<file path="src/hw/uils_pkg.sv">
// Purpose: shared constants and types for the uart interrupt / line status block
// Assumes: 8-bit register port, one channel
// Notes:   bit positions are those seen by software in each register
package uils_pkg;

  // register offsets on the register port
  localparam logic [7:0] ADDR_RECEIVE_HOLDING  = 8'h00;
  localparam logic [7:0] ADDR_INTERRUPT_STATUS = 8'h02;
  localparam logic [7:0] ADDR_LINE_INT_ENABLE  = 8'h03;
  localparam logic [7:0] ADDR_LINE_STATUS      = 8'h04;

  // interrupt status bit positions
  localparam int IS_CTS_CHANGE  = 7;
  localparam int IS_RX_EMPTY    = 6;
  localparam int IS_TX_EMPTY    = 5;
  localparam int IS_TX_LEVEL    = 4;
  localparam int IS_RX_LEVEL    = 3;
  localparam int IS_SECONDARY   = 2;
  localparam int IS_SPECIAL     = 1;
  localparam int IS_LINE_ERROR  = 0;

  // line status bit positions (same positions in the line enable register)
  localparam int LS_CTS_LEVEL   = 7;
  localparam int LS_NOISE       = 5;
  localparam int LS_BREAK       = 4;
  localparam int LS_FRAMING     = 3;
  localparam int LS_PARITY      = 2;
  localparam int LS_OVERFLOW    = 1;
  localparam int LS_TIMEOUT     = 0;

  // reset values and writable masks
  localparam logic [7:0] INTERRUPT_STATUS_RST = 8'h60;
  localparam logic [7:0] LINE_INT_ENABLE_RST  = 8'h00;
  localparam logic [7:0] LINE_INT_ENABLE_MASK = 8'h3f;
  localparam logic [7:0] COND_HISTORY_RST     = 8'h60;

  // trigger field positions inside trigger_level_reg
  localparam int TRIG_TX_LSB = 0;
  localparam int TRIG_RX_LSB = 4;
  localparam int TRIG_BITS   = 4;

  // error tags carried by each received character
  typedef struct packed {
    logic noise;
    logic brk;
    logic framing;
    logic parity;
    logic ninthBit;
  } uils_char_flags_s;

endpackage

</file>
<file path="src/hw/uils_line_status.sv">
// Purpose: interrupt status summary and receive line status of one uart channel
// Assumes: fifo storage, receiver and irq enable register live outside
// Notes:   rhr reads arrive on the register port and pop the receive fifo outside
//
// Contract
// - status register clears on read; resets 0x60
// - bit 7 sets on any cts change
// - bit 6 rx empty, mode-invertible
// - bit 5 sets when tx fifo empties
// - bit 4 tx level at trigger; clears below
// - bit 3 rx level reaches trigger, invertible
// - bit 2 from enabled secondary status bits
// - bit 1 special char, break, address
// - bit 0 from enabled line flags
// - line enable bits 5:0 route flags; reset zero
// - line flags describe last read character
// - line status bit 7 follows cts level
// - noise tag shows in bit 5
// - break char tag shows in bit 4
// - missing stop bits show in bit 3
// - parity error, or ninth bit in multidrop
// - full fifo drops new char, bit 1
// - stale data timeout sets bit 0
// - zero timeout period disables timeout
// - irq enables never alter status register
`timescale 1ns/1ps

module uils_line_status
  import uils_pkg::*;
#(
  parameter int LEVEL_W    = 8,
  parameter int TRIG_SHIFT = 3
)
(
  // clock and reset
  input  wire logic                   mclk,
  input  wire logic                   resetn,
  input  wire logic                   clkEn,
  // register port
  input  wire logic [7:0]             regAddr,
  input  wire logic                   regRd,
  input  wire logic                   regWr,
  input  wire logic [7:0]             regWdata,
  output logic      [7:0]             regRdata,
  // configuration from other registers
  input  wire logic [7:0]             irqEnable,
  input  wire logic [7:0]             triggerLevel,
  input  wire logic [7:0]             timeoutPeriod,
  input  wire logic                   rxEmptyInvert,
  input  wire logic                   rxTrigInvert,
  input  wire logic                   multidropMode,
  // fifo and receiver state
  input  wire logic [LEVEL_W-1:0]     rxLevel,
  input  wire logic [LEVEL_W-1:0]     txLevel,
  input  wire logic                   rxFull,
  input  wire logic                   rxCharValid,
  input  wire uils_char_flags_s       headFlags,
  input  wire logic                   timeoutTick,
  input  wire logic                   secondaryPending,
  input  wire logic                   specialCharEvent,
  // pins
  input  wire logic                   ctsPin,
  output logic                        irqN
);

  function automatic logic atTrigger(input logic [LEVEL_W-1:0] lvl,
                                     input logic [TRIG_BITS-1:0] nib);
    logic [LEVEL_W+TRIG_BITS+TRIG_SHIFT-1:0] thr;
    thr = '0;
    thr[TRIG_SHIFT +: TRIG_BITS] = nib;
    atTrigger = ({{(TRIG_BITS+TRIG_SHIFT){1'b0}}, lvl} >= thr);
  endfunction

  // cts synchroniser; first stage is read only by the second
  logic ctsMeta_ff, ctsSync_ff, ctsLast_ff;
  always_ff @(posedge mclk or negedge resetn)
  begin
    if (!resetn)
    begin
      ctsMeta_ff <= 1'b0;
      ctsSync_ff <= 1'b0;
      ctsLast_ff <= 1'b0;
    end
    else if (clkEn)
    begin
      ctsMeta_ff <= ctsPin;
      ctsSync_ff <= ctsMeta_ff;
      ctsLast_ff <= ctsSync_ff;
    end
  end

  logic rhrRead, isrRead, lieWrite, overflowEvent;
  assign rhrRead       = regRd && (regAddr == ADDR_RECEIVE_HOLDING);
  assign isrRead       = regRd && (regAddr == ADDR_INTERRUPT_STATUS);
  assign lieWrite      = regWr && (regAddr == ADDR_LINE_INT_ENABLE);
  assign overflowEvent = rxCharValid && rxFull;

  // registers and line flags
  logic [7:0] lineIntEn_ff, nxt_lineIntEn;
  logic [4:0] charErr_ff, nxt_charErr;
  logic       overflow_ff, nxt_overflow;
  logic [8:0] staleCnt_ff, nxt_staleCnt;
  logic       stale_ff, nxt_stale;
  logic [7:0] lineStatus;

  always_comb
  begin
    nxt_lineIntEn = lineIntEn_ff;
    nxt_charErr   = charErr_ff;
    nxt_overflow  = overflow_ff;
    nxt_staleCnt  = staleCnt_ff;
    nxt_stale     = stale_ff;
    // only bits 5:0 hold a value
    if (lieWrite)
      nxt_lineIntEn = regWdata & LINE_INT_ENABLE_MASK;
    // flags reload only when a character is read
    if (rhrRead)
    begin
      // tags of the character being read
      nxt_charErr[4] = headFlags.noise;
      nxt_charErr[3] = headFlags.brk;
      nxt_charErr[2] = headFlags.framing;
      // ninth bit replaces parity in multidrop
      nxt_charErr[1] = multidropMode ? headFlags.ninthBit : headFlags.parity;
      nxt_charErr[0] = 1'b0;
      nxt_overflow   = 1'b0;
    end
    // set wins over the read clear
    if (overflowEvent)
      nxt_overflow = 1'b1;
    if (rhrRead || (rxCharValid && !rxFull))
    begin
      nxt_staleCnt = '0;
      nxt_stale    = 1'b0;
    end
    else if (timeoutTick && (rxLevel != '0) && (staleCnt_ff != 9'h1ff))
      nxt_staleCnt = staleCnt_ff + 9'h001;
    if (!(rhrRead || (rxCharValid && !rxFull)) && (timeoutPeriod != 8'h00)
        && (staleCnt_ff > {1'b0, timeoutPeriod}))
      nxt_stale = 1'b1;
  end

  always_ff @(posedge mclk or negedge resetn)
  begin
    if (!resetn)
    begin
      lineIntEn_ff <= LINE_INT_ENABLE_RST;
      charErr_ff   <= 5'h00;
      overflow_ff  <= 1'b0;
      staleCnt_ff  <= 9'h000;
      stale_ff     <= 1'b0;
    end
    else if (clkEn)
    begin
      lineIntEn_ff <= nxt_lineIntEn;
      charErr_ff   <= nxt_charErr;
      overflow_ff  <= nxt_overflow;
      staleCnt_ff  <= nxt_staleCnt;
      stale_ff     <= nxt_stale;
    end
  end

  // cts level in bit 7, bit 6 reads zero
  assign lineStatus = {ctsSync_ff, 1'b0, charErr_ff[4:1], overflow_ff, stale_ff};

  // interrupt status conditions; edge-detected so a read really clears them
  logic [7:0] cond, condLast_ff, nxt_condLast;
  logic [7:0] isr_ff, nxt_isr;
  logic       txTrig;
  logic [5:0] lineEnabled, lineLast_ff, nxt_lineLast;
  assign txTrig = atTrigger(txLevel, triggerLevel[TRIG_TX_LSB +: TRIG_BITS]);
  // routed flags are edge-detected one by one, so a new flag counts even if another stands
  assign lineEnabled = lineStatus[5:0] & lineIntEn_ff[5:0];

  always_comb
  begin
    cond = 8'h00;
    cond[IS_CTS_CHANGE] = 1'b0;
    cond[IS_RX_EMPTY]   = (rxLevel == '0) ^ rxEmptyInvert;
    cond[IS_TX_EMPTY]   = (txLevel == '0);
    cond[IS_TX_LEVEL]   = txTrig;
    cond[IS_RX_LEVEL]   = atTrigger(rxLevel, triggerLevel[TRIG_RX_LSB +: TRIG_BITS])
                          ^ rxTrigInvert;
    // secondary already masked by its own enables
    cond[IS_SECONDARY]  = secondaryPending;
    cond[IS_SPECIAL]    = 1'b0;
    cond[IS_LINE_ERROR] = |lineEnabled;
  end

  logic [7:0] isrSet;
  always_comb
  begin
    nxt_condLast = cond;
    nxt_lineLast = lineEnabled;
    isrSet = cond & ~condLast_ff;
    // any routed flag that becomes active
    isrSet[IS_LINE_ERROR] = |(lineEnabled & ~lineLast_ff);
    isrSet[IS_CTS_CHANGE] = ctsSync_ff ^ ctsLast_ff;
    // pulse from the special character logic
    isrSet[IS_SPECIAL]    = specialCharEvent;
    nxt_isr = isr_ff;
    if (isrRead)
      nxt_isr = 8'h00;
    // clears when fill drops below trigger
    if (!txTrig)
      nxt_isr[IS_TX_LEVEL] = 1'b0;
    nxt_isr = nxt_isr | isrSet;
  end

  always_ff @(posedge mclk or negedge resetn)
  begin
    if (!resetn)
    begin
      condLast_ff <= COND_HISTORY_RST;
      lineLast_ff <= 6'h00;
      isr_ff      <= INTERRUPT_STATUS_RST;
    end
    else if (clkEn)
    begin
      condLast_ff <= nxt_condLast;
      lineLast_ff <= nxt_lineLast;
      isr_ff      <= nxt_isr;
    end
  end

  // read data and interrupt pin
  logic [7:0] regRdata_ff, nxt_regRdata;
  logic       irqN_ff, nxt_irqN;

  always_comb
  begin
    nxt_regRdata = regRdata_ff;
    if (regRd)
    begin
      case (regAddr)
        ADDR_INTERRUPT_STATUS: nxt_regRdata = isr_ff;
        ADDR_LINE_INT_ENABLE:  nxt_regRdata = lineIntEn_ff;
        ADDR_LINE_STATUS:      nxt_regRdata = lineStatus;
        default:               nxt_regRdata = 8'h00;
      endcase
    end
    nxt_irqN = ~|(nxt_isr & irqEnable);
  end

  always_ff @(posedge mclk or negedge resetn)
  begin
    if (!resetn)
    begin
      regRdata_ff <= 8'h00;
      irqN_ff     <= 1'b1;
    end
    else if (clkEn)
    begin
      regRdata_ff <= nxt_regRdata;
      irqN_ff     <= nxt_irqN;
    end
  end

  assign regRdata = regRdata_ff;
  assign irqN     = irqN_ff;
endmodule // uils_line_status

</file>
<file path="config.mk">
export PLATFORM = sky130hd
export DESIGN_NAME = uils_line_status
export DESIGN_NICKNAME = d
export VERILOG_FILES = /design/src/hw/uils_pkg.sv /design/src/hw/uils_line_status.sv
export SDC_FILE = /design/constraint.sdc
export NUM_CORES = 1
export LEC_CHECK = 0
export ABC_AREA = 1
export BUFFER_PORTS_ARGS = -buffer_cell sky130_fd_sc_hd__buf_2
export CAP_MARGIN = 20
export CORE_MARGIN = 2
export CORE_UTILIZATION = 48
export CTS_CLUSTER_SIZE = 8
export DETAILED_ROUTE_END_ITERATION = 10
export PLACE_DENSITY = 0.77
export SLEW_MARGIN = 15
export SYNTH_ARGS = -nofsm -noshare
export SYNTH_HDL_FRONTEND = slang
export SYNTH_SLANG_ARGS = --single-unit
</file>
<file path="constraint.sdc">
create_clock -name mclk -period 1.6 [get_ports mclk]
set_input_delay 0.08 -clock mclk [delete_from_list [all_inputs] [get_ports mclk]]
set_output_delay 0.08 -clock mclk [all_outputs]
set_load 0.1 [all_outputs]
</file>
==> summary.txt <==
Setup path
  – Slowest cell on the critical path: dfrtp_1
  – Worst path required time: 1.79 ns
  – Setup crit end kind: flip-flop
  – Crit start category: flip-flop
  – CP cell instances: ha_2 > inv_2 > nor3_4 > inv_2 > nor2_2 > ha_2 > nor2_2 > o21ai_4 > nand2_4 > nand3_1 > o21ai_0
  – Max incr delay on CP: 0.36 ns
  – Critical path class: reg -> reg
  – Crit Path Max Fanout: 7
  – Data arrival time of the critical path: 1.83 ns

Timing
  – Max Slew Vio Count: 0
  – Setup TNS: -0.244 ns
  – Setup ws final: -0.0466 ns
  – Setup violators final: 9
  – Final Skew: 0.00952 ns
  – Fin. Hold Viols: 0
  – Max Clock Freq: 607 MHz
  – Worst Tran Pin Value: 0.514 ns
  – RSZ-0062 raised after global routing: true
  – Min cycle time layout: 1.65 ns
  – Period utilization: 1.03
  – Slew HR: 0.658

Cells and area
  – Most frequent cells in the layout: nand2_1 (109), buf_2 (81), inv_1 (58)
  – Fillers: 563
  – Final design utilization: 0.623
  – Antenna diode count: 0
  – Area taken by multi-input logic gates: 0.00168 sq mm
  – Most common cell after layout, fill and taps aside: nand2_1
  – Design Area, Final: 0.00400 sq mm
  – Layout area overhead: 24.9%
  – Sequential Area: 0.00131 sq mm
  – Ratio of cells with drive above 1 in the final layout: 0.284
  – Fin nets: 602

Drt
  – Drt wl/cell: 12.8 um
  – DRT Pass-1 Iters: 8
  – First-iteration detailed-routing DRC count: 221
  – DR vias/cell: 5.20
  – # DRC: 4
  – WL final: 7.54 mm
  – Post-route ant nets: 0
  – Via count: 3050

Global routing
  – Global route total overflow: 0
  – First-pass GRT wire length: 12.9 mm
  – GR Util All Layers: 0.218
  – Vias in the first global route: 2998
  – Initial antenna violation count: 0
  – Largest net degree at the start of global routing: 32

Die
  – Core area: 0.00642 sq mm
  – Die H: 85.7 um
  – I/O Pins: 84
  – DIE AREA: 0.00735 sq mm
  – Cell row count: 29
  – Die width: 85.7 um
  – Initial Utilization: 0.499

Clock network
  – CTS root buf: clkbuf_8
  – CTS sink cnt: 52
  – CTS Buf Count: 5
  – Number of H-tree levels: 2
  – Clk slew on worst S/H paths: 0.09 ns
  – Maximum clock path buffer count: 2
  – Clock latency on the worst-skew pair: 0.30 ns
  – CTS tree: done

Placed design
  – Final HPWL DP: 5.77 mm
  – Placer congestion estimate: 0.872
  – Dpl cell area: 0.00377 sq mm
  – Port Buf Inserts: 81

Synthesis
  – Yosys warns: 0
  – Post-synth EDFFs: 0
  – FFs w/ async S/R, synth: 1.00
  – Synthesized area: 0.00321 sq mm
  – Syn Area/Cell: 7.86 sq um
  – Synthesized instance count: 408
  – Synthesized flop and latch total: 52
  – Netlist cell types: 42
  – Mapped Nets: 501
  – Top_reg_cell synth: dfrtp_1
  – Seq/Total Area, Yosys: 0.408

Power
  – Leakage Power: 2.20 nW
  – Pwr Total: 0.00300 W
  – Pwr dens: 748 mW/mm^2
  – Worst VDD drop: 0.329 mV

Run status
  – Run status: finished with violations
  – Failing checks: design-rule violations, negative setup slack

Flow run
  – Max cap viols: 0

Hold path
  – Min-Delay Path Class: in -> reg
[logic make-up after synthesis]
kind of cell / after synthesis / synth area share
AOI/OAI and AO/OA: 50 / 0.0925
xor gates and xnor gates: 5 / 0.0137
adders and majority gates: 18 / 0.0703
buffers and inverters: 71 / 0.0863
DFF: 52 / 0.408
muxes: 10 / 0.0418
and+or+nand+nor: 202 / 0.288
[stage by stage]
step           setup slack, ns  hold WS (ns)  cells
4_1_cts                -0.0234       0.00260    585
5_1_grt                 -0.145       0.00385    587
3_3_place_gp         -0.000333        0.0771    567
2_1_floorplan         -0.00676        -0.216    408
6_report               -0.0466       0.00885    587
3_5_place_dp           -0.0608        0.0832    567
[where the power goes]
group          internal (W)  switching, W  leakage, nW
Sequential          0.00142     0.0000764        0.659
Clock              0.000352      0.000424       0.0445
Combinational      0.000315      0.000404         1.50
Total               0.00209      0.000905         2.20
[synthesized netlist by cell type, types with 2 or more instances]
library cell | n | area share
mux2_4 | 6 | 0.028
nor3_1 | 5 | 0.0078
buf_2 | 2 | 0.0031
dfrtp_1 | 47 | 0.37
xor2_1 | 4 | 0.011
a21o_1 | 2 | 0.0047
nand4_1 | 9 | 0.018
nor4_1 | 2 | 0.0039
a21oi_1 | 8 | 0.012
nor2_1 | 27 | 0.032
mux2_2 | 3 | 0.011
nand2_4 | 3 | 0.011
nand3_1 | 34 | 0.053
inv_2 | 4 | 0.0047
inv_1 | 60 | 0.070
dfstp_2 | 5 | 0.041
ha_1 | 18 | 0.070
nand3_2 | 2 | 0.0062
nand2_1 | 111 | 0.13
o31ai_1 | 2 | 0.0047
a31oi_1 | 6 | 0.012
nor3b_1 | 2 | 0.0047
clkbuf_1 | 4 | 0.0047
o21ai_0 | 24 | 0.037
[what timing repair did]
item	in CTS	in global routing
resized for setup	2	10
hold endpoints to repair	25	1
buffers inserted	2	1
pin swaps	1	2
hold buffers	7	1
gates cloned	1	0
setup endpoints to repair	9	10
[sequential cells by signal, summed over array words and instances, names as in the netlist, 4 cells and up]
register	flops
lineIntEn_ff	6
lineLast_ff	6
charErr_ff	4
isr_ff	8
staleCnt_ff	9
regRdata	8
condLast_ff	5
[worst max-delay path: cells and delay by family (launching register included)]
family,cells,cell delay (ns)
fa+ha+maj,2,0.35
compound gates,2,0.19
flops,1,0.36
simple gates,5,0.53
buf+inv,2,0.11
[final timing paths]
kind / from / to / slack [ns] / cells after the start
max reg2reg: staleCnt_ff[0] / staleCnt_ff[1] / -0.05 / 11
min in group asynchronous: resetn / lineIntEn_ff[0] / 0.27 / 2
min: headFlags[3] / charErr_ff[3] / 0.009 / 2
max: staleCnt_ff[0] / staleCnt_ff[1] / -0.05 / 11
min reg2reg: ctsMeta_ff / ctsMeta_ff / 0.48 / 2
max in group asynchronous: resetn / condLast_ff[6] / 0.71 / 3
[routing by layer]
layer / part of all wire / vias to the layer above / global-route usage
met4: 0.017 / 0 / 0.0649
met5: 0 / - / 0
met3: 0.048 / 14 / 0.0404
li1: - / 1538 / -
met2: 0.49 / 79 / 0.383
met1: 0.44 / 1419 / 0.275
[cell type report]
type,count,area share
clock buffers,7,0.0216
clock inverters,1,0.00188
inverters,64,0.0600
multi-input cells,286,0.420
flip-flops and latches,52,0.327
well taps,77,0.0241
repair buffers,100,0.145
No activity file was read; power rests on OpenSTA's default activity.
